<file path="config.mk">
export PLATFORM = sky130hd
export DESIGN_NAME = dsp_timer
export DESIGN_NICKNAME = d
export VERILOG_FILES = /design/src/dsp_timer.v
export VERILOG_INCLUDE_DIRS = /design/src /design/src/src
export SDC_FILE = /design/constraint.sdc
export NUM_CORES = 1
export LEC_CHECK = 0
export ABC_AREA = 1
export BUFFER_PORTS_ARGS = -buffer_cell sky130_fd_sc_hd__buf_2
export CORE_MARGIN = 2
export CORE_UTILIZATION = 60
export CTS_CLUSTER_SIZE = 8
export DETAILED_ROUTE_END_ITERATION = 6
export GPL_ROUTABILITY_DRIVEN = 1
export GPL_TIMING_DRIVEN = 0
export PLACE_DENSITY_LB_ADDON = 0.15
export SETUP_SLACK_MARGIN = 0.5
export SYNTH_ARGS = -nofsm -noshare
export SYNTH_HDL_FRONTEND = slang
export SYNTH_SLANG_ARGS = --single-unit
export TNS_END_PERCENT = 5
</file>
<file path="constraint.sdc">
create_clock -name mclk -period 5.7 [get_ports mclk]
set_input_delay 1.14 -clock mclk [delete_from_list [all_inputs] [get_ports mclk]]
set_output_delay 1.14 -clock mclk [all_outputs]
set_load 0.01 [all_outputs]
</file>
<file path="src/dsp_consts.vh">
`ifndef DSP_CONSTS_VH
`define DSP_CONSTS_VH

// Register offsets (word addresses on the plain register port)
`define DSP_OFS_CTRL_A      4'h0
`define DSP_OFS_CTRL_B      4'h1
`define DSP_OFS_COUNT       4'h2
`define DSP_OFS_CMP_A       4'h3
`define DSP_OFS_CMP_B       4'h4
`define DSP_OFS_CAPTURE     4'h5
`define DSP_OFS_FLAGS       4'h6
`define DSP_OFS_REQ_EN      4'h7
`define DSP_OFS_PIN_DIR     4'h8

// Field positions in the first control register
`define DSP_CA_ACT_A_HI     7
`define DSP_CA_ACT_A_LO     6
`define DSP_CA_ACT_B_HI     5
`define DSP_CA_ACT_B_LO     4
`define DSP_CA_MODE_HI      1
`define DSP_CA_MODE_LO      0

// Field positions in the second control register
`define DSP_CB_MODE_HI      4
`define DSP_CB_MODE_LO      3
`define DSP_CB_PRE_HI       2
`define DSP_CB_PRE_LO       0

// Flag bit positions
`define DSP_FL_OVF          0
`define DSP_FL_CMP_A        1
`define DSP_FL_CMP_B        2
`define DSP_FL_CAPT         5

// Waveform modes handled here
`define DSP_MODE_CAPT_TOP   4'h8
`define DSP_MODE_CMPA_TOP   4'h9

// Output action codes
`define DSP_ACT_OFF         2'h0
`define DSP_ACT_TOGGLE      2'h1
`define DSP_ACT_NONINV      2'h2
`define DSP_ACT_INV         2'h3

// Prescale divisions
`define DSP_DIV_8           11'h008
`define DSP_DIV_64          11'h040
`define DSP_DIV_256         11'h100
`define DSP_DIV_1024        11'h400

// Reset values
`define DSP_RST_BYTE        8'h00
`define DSP_RST_WORD        16'h0000
`define DSP_RST_PRE_CNT     11'h000

`endif

</file>
<file path="src/dsp_timer.v">
// Decided for this implementation: strobed register access and the placing of the registers.
`timescale 1ns/1ps
`include "dsp_consts.vh"

module dsp_timer #(
   parameter CNT_W = 16
) (
   // Clock and reset
   input  wire              mclk,
   input  wire              srst,
   // Register port
   input  wire [3:0]        reg_addr,
   input  wire [CNT_W-1:0]  reg_wdata,
   input  wire              reg_wr,
   input  wire              reg_rd,
   output wire [CNT_W-1:0]  reg_rdata,
   // Normal port data shown when the compare output is disconnected
   input  wire              port_dat_a,
   input  wire              port_dat_b,
   // Compare output pins, enable low while driving
   output wire              compare_output_a,
   output wire              compare_output_a_oe_n,
   output wire              compare_output_b,
   output wire              compare_output_b_oe_n,
   // Per-flag interrupt requests
   output wire [3:0]        irq_req
);

   // Control and data registers
   reg  [7:0]        ctrl_a_q;      // Output actions, low mode bits
   reg  [7:0]        ctrl_b_q;      // High mode bits, prescale select
   reg  [CNT_W-1:0]  counter_value_q;
   reg               count_up_q;    // Current slope direction
   reg  [CNT_W-1:0]  cmp_buf_q [0:1];
   reg  [CNT_W-1:0]  cmp_act_q [0:1];
   reg  [CNT_W-1:0]  capture_top_value_q;
   reg  [5:0]        flags_q;       // Sticky event flags
   reg  [5:0]        req_en_q;      // Request enables per flag
   reg  [1:0]        pin_direction_bit_q;
   reg  [CNT_W-1:0]  rdata_q;
   reg  [10:0]       pre_cnt_q;     // Prescale divider count

   // Decoded controls and internal strobes
   wire [3:0]        waveform_mode_select;
   wire [1:0]        output_action [0:1];
   wire              pwm_mode;
   wire              mode_cmpa_top;
   wire [CNT_W-1:0]  top_value;
   wire              timer_tick;
   wire              at_top;
   wire              at_bottom;
   wire              slope_up;
   wire [1:0]        match;
   wire [1:0]        connected;
   wire [1:0]        wave;
   wire [1:0]        port_dat;
   wire [1:0]        buf_wr;
   wire [5:0]        flag_set;
   wire [5:0]        flag_clr;
   wire [10:0]       pre_div;

   // Division factor for a prescale select code; zero means stopped
   // Select codes outside the table stop the divider as well
   function [10:0] div_of;
      input [2:0] sel;
      begin
         case (sel)
            3'h1:    div_of = 11'h001;
            3'h2:    div_of = `DSP_DIV_8;
            3'h3:    div_of = `DSP_DIV_64;
            3'h4:    div_of = `DSP_DIV_256;
            3'h5:    div_of = `DSP_DIV_1024;
            default: div_of = 11'h000;
         endcase
      end
   endfunction

   // Mode select gathered from both control registers
   // Any other mode leaves the counter and both outputs idle
   assign waveform_mode_select = {ctrl_b_q[`DSP_CB_MODE_HI:`DSP_CB_MODE_LO],
                                  ctrl_a_q[`DSP_CA_MODE_HI:`DSP_CA_MODE_LO]};
   assign output_action[0] = ctrl_a_q[`DSP_CA_ACT_A_HI:`DSP_CA_ACT_A_LO];
   assign output_action[1] = ctrl_a_q[`DSP_CA_ACT_B_HI:`DSP_CA_ACT_B_LO];
   assign mode_cmpa_top    = (waveform_mode_select == `DSP_MODE_CMPA_TOP);
   assign pwm_mode         = mode_cmpa_top ||
                             (waveform_mode_select == `DSP_MODE_CAPT_TOP);

   // TOP source follows the mode
   // Compare A as TOP is buffered, so a live change of it stays glitch free
   assign top_value = mode_cmpa_top ? cmp_act_q[0] : capture_top_value_q;

   // Prescaler: tick is a one-cycle enable, never a derived clock
   assign pre_div    = div_of(ctrl_b_q[`DSP_CB_PRE_HI:`DSP_CB_PRE_LO]);
   assign timer_tick = (pre_div != 11'h000) && (pre_cnt_q == pre_div - 11'h001);

   // Divider restarts whenever it wraps or is stopped
   // It counts from zero to the division minus one, one tick per wrap
   always @(posedge mclk) begin
      if (srst || timer_tick || (pre_div == 11'h000)) begin
         pre_cnt_q <= `DSP_RST_PRE_CNT;
      end else begin
         pre_cnt_q <= pre_cnt_q + 11'h001;
      end
   end

   // Turning points; the slope at TOP counts as down, at BOTTOM as up,
   // so that the extreme compare values give steady levels
   assign at_top    = (counter_value_q == top_value);
   assign at_bottom = (counter_value_q == `DSP_RST_WORD);
   assign slope_up  = at_bottom ? 1'b1 : (at_top ? 1'b0 : count_up_q);

   // Buffer writes from software
   // Software only reaches the buffers; the active copies load at BOTTOM
   assign buf_wr[0] = reg_wr && (reg_addr == `DSP_OFS_CMP_A);
   assign buf_wr[1] = reg_wr && (reg_addr == `DSP_OFS_CMP_B);
   assign port_dat  = {port_dat_b, port_dat_a};

   // Up/down counter; a software write to the count wins over the tick
   always @(posedge mclk) begin
      if (srst) begin
         counter_value_q <= `DSP_RST_WORD;
         count_up_q      <= 1'b1;
      end else if (reg_wr && (reg_addr == `DSP_OFS_COUNT)) begin
         counter_value_q <= reg_wdata;
      end else if (timer_tick && pwm_mode) begin
         // BOTTOM is tested first: straight after reset the active compare A
         // is still zero, and a TOP of zero must not send the count below zero
         if (at_bottom) begin
            // BOTTOM was shown for this one tick, now turn up
            count_up_q      <= 1'b1;
            counter_value_q <= counter_value_q + {{(CNT_W-1){1'b0}}, 1'b1};
         end else if (at_top) begin
            // TOP was shown for this one tick, now turn down
            count_up_q      <= 1'b0;
            counter_value_q <= counter_value_q - {{(CNT_W-1){1'b0}}, 1'b1};
         end else if (count_up_q) begin
            counter_value_q <= counter_value_q + {{(CNT_W-1){1'b0}}, 1'b1};
         end else begin
            counter_value_q <= counter_value_q - {{(CNT_W-1){1'b0}}, 1'b1};
         end
      end
   end

   // Per-channel compare buffer, match and waveform
   genvar ch;
   generate
      for (ch = 0; ch < 2; ch = ch + 1) begin : g_chan
         // Waveform flop of this channel, kept across mode changes
         reg wave_q;
         wire toggle_ok;

         // Toggle action exists only on channel A with compare A as TOP
         assign toggle_ok = (ch == 0) && mode_cmpa_top;

         // A compare value above TOP can never be reached
         assign match[ch] = timer_tick && pwm_mode &&
                            (counter_value_q == cmp_act_q[ch]) &&
                            (cmp_act_q[ch] <= top_value);

         // Connected for actions two and three, or toggle where allowed
         assign connected[ch] = pwm_mode && (output_action[ch][1] ||
                                ((output_action[ch] == `DSP_ACT_TOGGLE) && toggle_ok));

         // Buffered compare; active copy loads at BOTTOM only
         always @(posedge mclk) begin
            if (srst) begin
               cmp_buf_q[ch] <= `DSP_RST_WORD;
               cmp_act_q[ch] <= `DSP_RST_WORD;
            end else begin
               if (buf_wr[ch]) begin
                  cmp_buf_q[ch] <= reg_wdata;
               end
               if (timer_tick && pwm_mode && at_bottom) begin
                  cmp_act_q[ch] <= cmp_buf_q[ch];
               end
            end
         end

         // Output compare register
         always @(posedge mclk) begin
            if (srst) begin
               wave_q <= 1'b0;
            end else if (match[ch]) begin
               case (output_action[ch])
                  `DSP_ACT_NONINV: wave_q <= ~slope_up;
                  `DSP_ACT_INV:    wave_q <= slope_up;
                  `DSP_ACT_TOGGLE: begin
                     if (toggle_ok) begin
                        wave_q <= ~wave_q;
                     end
                  end
                  default:         wave_q <= wave_q;
               endcase
            end
         end

         assign wave[ch] = wave_q;
      end
   endgenerate

   // Pin drive: waveform or normal port data, enable from direction bit
   // The enable is live even while disconnected, so port data reaches the pin
   assign compare_output_a      = connected[0] ? wave[0] : port_dat[0];
   assign compare_output_b      = connected[1] ? wave[1] : port_dat[1];
   assign compare_output_a_oe_n = ~pin_direction_bit_q[0];
   assign compare_output_b_oe_n = ~pin_direction_bit_q[1];

   // Flag events; compare A at TOP is covered by its own match in mode 9
   assign flag_set[`DSP_FL_OVF]   = timer_tick && pwm_mode && at_bottom;
   assign flag_set[`DSP_FL_CMP_A] = match[0] ||
                                    (timer_tick && mode_cmpa_top && at_top);
   assign flag_set[`DSP_FL_CMP_B] = match[1];
   // Bits 4:3 have no event behind them and always read zero
   assign flag_set[4:3]           = 2'h0;
   assign flag_set[`DSP_FL_CAPT]  = timer_tick && pwm_mode && !mode_cmpa_top && at_top;

   // Writing one to a flag clears it
   // A zero in the written word leaves that flag alone
   assign flag_clr = (reg_wr && (reg_addr == `DSP_OFS_FLAGS)) ? reg_wdata[5:0] : 6'h00;

   // Sticky flags; a set in the clearing cycle wins
   // Reset clears every flag and with it every request
   always @(posedge mclk) begin
      if (srst) begin
         flags_q <= 6'h00;
      end else begin
         flags_q <= (flags_q & ~flag_clr) | flag_set;
      end
   end

   // Requests follow enabled flags
   // Only the four flags that exist reach the request outputs
   assign irq_req = {flags_q[`DSP_FL_CAPT], flags_q[`DSP_FL_CMP_B:`DSP_FL_OVF]} &
                    {req_en_q[`DSP_FL_CAPT], req_en_q[`DSP_FL_CMP_B:`DSP_FL_OVF]};

   // Plain register writes
   // Reserved control bits are masked so that they always read zero
   // Unmapped addresses fall to the default branch and change nothing
   always @(posedge mclk) begin
      if (srst) begin
         ctrl_a_q            <= `DSP_RST_BYTE;
         ctrl_b_q            <= `DSP_RST_BYTE;
         capture_top_value_q <= `DSP_RST_WORD;
         req_en_q            <= 6'h00;
         pin_direction_bit_q <= 2'h0;
      end else if (reg_wr) begin
         case (reg_addr)
            `DSP_OFS_CTRL_A:  ctrl_a_q <= reg_wdata[7:0] & 8'hF3;
            `DSP_OFS_CTRL_B:  ctrl_b_q <= reg_wdata[7:0] & 8'h1F;
            // Capture TOP is unbuffered; changing it live may skew a period
            `DSP_OFS_CAPTURE: capture_top_value_q <= reg_wdata;
            `DSP_OFS_REQ_EN:  req_en_q <= reg_wdata[5:0] & 6'h27;
            `DSP_OFS_PIN_DIR: pin_direction_bit_q <= reg_wdata[1:0];
            default:          ctrl_a_q <= ctrl_a_q;
         endcase
      end
   end

   // Read data stands only in the cycle after the strobe
   // Outside the read slot the port shows zero, never a stale word
   always @(posedge mclk) begin
      if (srst || !reg_rd) begin
         rdata_q <= `DSP_RST_WORD;
      end else begin
         case (reg_addr)
            `DSP_OFS_CTRL_A:  rdata_q <= {8'h00, ctrl_a_q};
            `DSP_OFS_CTRL_B:  rdata_q <= {8'h00, ctrl_b_q};
            `DSP_OFS_COUNT:   rdata_q <= counter_value_q;
            `DSP_OFS_CMP_A:   rdata_q <= cmp_buf_q[0];
            `DSP_OFS_CMP_B:   rdata_q <= cmp_buf_q[1];
            `DSP_OFS_CAPTURE: rdata_q <= capture_top_value_q;
            `DSP_OFS_FLAGS:   rdata_q <= {10'h000, flags_q};
            `DSP_OFS_REQ_EN:  rdata_q <= {10'h000, req_en_q};
            `DSP_OFS_PIN_DIR: rdata_q <= {14'h0000, pin_direction_bit_q};
            default:          rdata_q <= `DSP_RST_WORD;
         endcase
      end
   end

   assign reg_rdata = rdata_q;

endmodule

</file>
* Yosys cells after proc, flatten, opt, wreduce, memory -nomap -nowiden
Memories as Yosys holds them, arrays and structs flattened.
Index checks and enable logic that the tools add are counted.
Widths: inputs -> output; s select.
** Operators by class
- Magnitude comparators :: 2
- Multiplexer cells :: 31
- $add $sub $neg :: 4
- Bitwise logic cells :: 13
- Reduce and logical (&&, ||, !) cells :: 41
- Equal/unequal tests :: 25
** Operators with widths (number)
- $mux 16 :: 10
- $pmux 16 s9 :: 1
- $pmux 11 s5 :: 1
- $eq 16x16->1 :: 3
- $le 16x16->1 :: 2
- $logic_and 1x1->1 :: 18
- $add 16x1->16 const B :: 1
- $eq 4x3->1 const B :: 4
- $logic_not 16->1 :: 1
- $mux 1 :: 16
- $sub 16x1->16 const B :: 1
- $reduce_and 2->1 :: 7
- $eq 4x4->1 const B :: 3
- $add 11x1->11 const B :: 1
- $eq 11x11->1 :: 1
- $logic_not 11->1 :: 1
- $reduce_bool 11->1 :: 1
- $sub 11x1->11 const B :: 1
- $eq 2x2->1 const B :: 4
- $eq 4x2->1 const B :: 2
- $and 6x6->6 :: 1
- $eq 3x2->1 const B :: 2
- $eq 3x3->1 const B :: 2
- $logic_or 1x1->1 :: 6
- 17 further kinds :: 26
** Word-level totals
- Memories kept :: 2
- Memory bits (writable) :: 64
- Word-level logic and storage cells :: 130
- Output and inout port bits :: 24
- Bits in registers :: 85
** Memories
- cmp_act_q :: words 2, bits a word 16, rd ports 2, clocked after memory_dff 0, write ports 2, line dsp_timer.v:35 : reg [CNT_W-1:0] cmp_act_q [0:1];
- cmp_buf_q :: words 2, bits a word 16, rd ports 2, clocked after memory_dff 0, write ports 2, line dsp_timer.v:34 : reg [CNT_W-1:0] cmp_buf_q [0:1];

* Longest topological paths before layout
- Word-level depth :: 11
- Gate-level depth with buffers :: 19
- Depth with buffers taken out :: 19

* Worst setup path before layout
Ideal clock, no wire load.
- Kind :: register to register
- Start :: register ctrl_b_q[2]
- End :: memory cmp_act_q[0][0], enable pin
- Setup slack :: 0.900 ns
- Library setup time :: 0.466 ns
- Arrival time :: 4.334 ns
- Period minus slack after synthesis :: 4.800 ns
- Path buffers :: 0
- Cell stages (with the launch flop) :: 14
- Path through :: dfxtp_1 -> inv_2 -> ha_1 -> inv_1 -> nand4_1 -> ha_1 -> ha_1 -> xor2_1 -> nand2_1 -> nor2_1 -> nand3_1 -> nor2_1 -> nand3_1 -> o21ai_0
** RTL lines
- start, declared :: line dsp_timer.v:31 : reg [7:0] ctrl_b_q;
- start signal, assigned :: line dsp_timer.v:242 : ctrl_b_q <= `DSP_RST_BYTE;
- start signal, assigned :: line dsp_timer.v:249 : `DSP_OFS_CTRL_B: ctrl_b_q <= reg_wdata[7:0] & 8'h1F;
- end, declared :: line dsp_timer.v:35

==> out/qor.yml <==
status: "completed"
syn_to_final_growth_pct: 12.22
rsz0062_at_grt: "false"
drt-initial-drc-count: 1042
setup_viol: 0
power.combinational.fraction_pct: 10.9
slew_viol_final: 0
cts_num_sinks: 149
post-cts-setup-buffers: 0
r2r.worst_path.cells: 18
power_density_nw_per_um2: 253.7
floorplan.initialDensity_pct: 61.90
detailroute.via_count: 8700
worst_clock_skew_ns: 0.01257
synthesis.area_per_instance_um2: 7.436
synth_ff_type: "dfxtp_1"
timing.max_slew.rel_slack_pct: 42.19
leakagePower_nw: 4.438
routed_via_density: 5.859
path_clk_slew_ns: 0.07
cts_hold_buffers: 0
grt_max_degree: 33
via_count_of_the_first_global_routing_pass: 7999
dp_hpwl_um: 20200
syn-num-nets: 1286
cell_types_with_the_highest_counts_after_synthesis: "nand2_1 (218), inv_1 (155), nor2_1 (153)"
htreeDepth: 4
firstDrtPassIters: 5
route.detailed.wl_per_inst_um: 18.29
fp.dieArea_um2: 16110
yosys.area.top_type_share_pct: 21.20
die_w_um: 126.9
hold_viol_final: 0
antenna_found_initial: 1
post_cts.resized_instances: 0
power_switching_share_pct: 29.52
critical_path.startpoint_type: "flop"
cp-end-kind: "flop"
final_layout_size_suffix_gt1_share_pct: 10.92
fin_area_um2: 10170
grtUsageTotal_pct: 34.40
max-clock-path-buffers: 2
finalNetCount: 1354
arrival_ns: 4.06
post_synth_inst_count: 1219
finalWorstSetupSlack_ns: 1.921
pre_cts_setup_slack_ns: 2.095
dpl-instance-area_um2: 9574
std_cell_rows: 44
critPathRequiredTime_ns: 5.98
io_pins: 50
max_cap_viol_count: 0
core_um2: 14640
routed_wl_um: 27160
synth-edff-count: 64
post-route-period-util_pct: 66.29
ys_async_sr_fraction_pct: 0
yosys_warnings: 0
sequentialPowerShare_pct: 44.9
crit_type: "reg -> reg"
cts_tree: "built"
cts_made_buffers: 17
layout_min_cycle_time_ns: 3.779
die_height_um: 126.9
timing_worst_slew_pin_value_ns: 0.8605
synthDistinctLibCells: 41
hp-class: "reg -> reg"
drt_drc_violations_left: 0
gp_routability_congestion: 0.9919
syn_area_um2: 9065
min_delay_path_depth: 2
grt-ovfl-total: 0
clkLatencyLatePin_ns: 0.44
worst-path-max-fanout: 10
synthTopCellsByArea: "edfxtp_1 (21%), dfxtp_1 (19%), nand2_1 (9.0%)"
portBuffers: 48
clockPowerShare_pct: 44.2
internal_power_mw: 1.819
ys_ff_latch: 149
synth.largest_area_cell: "edfxtp_1"
synth_sequential_area_ratio_pct: 39.97
netSwitchingPower_mw: 0.7617
synthMostInstantiatedCell: "nand2_1"
vdd_ir_drop_max_mv: 0.2767
cts-root-buf: "clkbuf_16"
achievable-frequency_mhz: 264.7
antenna_left: 0
grt_pass1_wl_um: 42410
-- final timing paths --
kind | startpoint | end | slack, ns
setup / recovery | ctrl_b_q[2] | cmp_act_q[0][2] | 1.92
hold / removal | flags_q[3] | flags_q[3] | 0.47
setup reg to reg | ctrl_b_q[2] | cmp_act_q[0][2] | 1.92
hold reg to reg | flags_q[3] | flags_q[3] | 0.47
-- sequential cells by signal (all words and copies together), names as in the netlist, 2 cells and up --
signal,cells
counter_value_q,16
flags_q,6
ctrl_b_q,5
ctrl_a_q,6
cmp_act_q,32
capture_top_value_q,16
req_en_q,4
pre_cnt_q,11
pin_direction_bit_q,2
reg_rdata,16
cmp_buf_q,32
g_chan.wave_q,2
-- layout make-up --
class                           instances  area (um^2)
Clock inverter                         15        170.2
Timing Repair Buffer                   49        260.3
Sequential cell                       149         3623
Inverter                              169        634.4
Fill cell                            1246         4472
Clock buffer                           17        425.4
Tap cell                              184        230.2
Multi-Input combinational cell        855         4607
Antenna cell                            1        2.502
Buffer                                 46        219.0
-- cell usage in the layout (no fill, tap or decap), drive strengths merged, types with 2 or more instances in the layout --
cell type	n
clkinv	12
o21ai	73
and2	2
xor2	38
a21oi	76
nor3	18
or2	8
buf	67
nand2	232
nor2	160
clkbuf	45
a2111oi	2
mux2	2
inv	171
dfxtp	85
ha	41
nor4	2
nand4	23
edfxtp	64
o22ai	25
a31o	2
nand3	100
a211oi	4
xnor2	17
o21a	2
nand3b	13
a31oi	3
a221oi	10
-- per-stage QoR --
step | power [mW] | util, % | TNS, ns | hold slack, ns | instances
3_5_place_dp | 1.452 | 65.38 | 0 | 0.4401 | 1452
2_1_floorplan | 1.360 | - | 0 | 0.4230 | 1219
5_1_grt | 2.654 | 69.45 | 0 | 0.4882 | 1484
6_report | 2.580 | 69.46 | 0 | 0.4656 | 1485
3_3_place_gp | 1.445 | 65.11 | -11.97 | 0.4331 | 1451
4_1_cts | 2.568 | 69.45 | 0 | 0.4602 | 1484
-- worst max-delay path, cell delays in order (launching register included) --
cell and delay (ns):
dfxtp_1 0.38, inv_2 0.10, ha_1 0.28, inv_1 0.12, nand4_1 0.16, ha_1 0.25
ha_1 0.29, xor2_1 0.14, nand2_1 0.06, nor2_1 0.15, nand2_1 0.07, nor2_1 0.09
nand3_1 0.13, nor2_4 0.24, nand2_2 0.09, nor4_2 0.32, nand2_1 0.29, buf_2 0.29
nor2_1 0.16
-- power by group through the flow --
stage / clock, mW / sequential [mW] / combinational, mW
final: 1.14 / 1.16 / 0.280
after global routing: 1.18 / 1.16 / 0.309
after CTS: 1.14 / 1.16 / 0.273
after detailed placement: 0 / 1.18 / 0.270
after global placement: 0 / 1.18 / 0.262
after floorplan: 0 / 1.18 / 0.183
-- per-layer routing --
layer / share of wire (%) / GRT usage (%) / routed length, um
met5: 0 / 0 / 0
met4: 3.2 / 13.06 / 859
met2: 44 / 51.99 / 11900
met3: 11 / 8.688 / 2963
met1: 42 / 47.83 / 11440
-- logic make-up after synthesis --
family	synth area share [%]
xor+xnor	5.314
buf+inv	9.413
flops	39.97
compound gates	12.17
mux	0.2484
fa+ha+maj	5.659
simple gates	27.22
(Power assumes the default switching activity.)
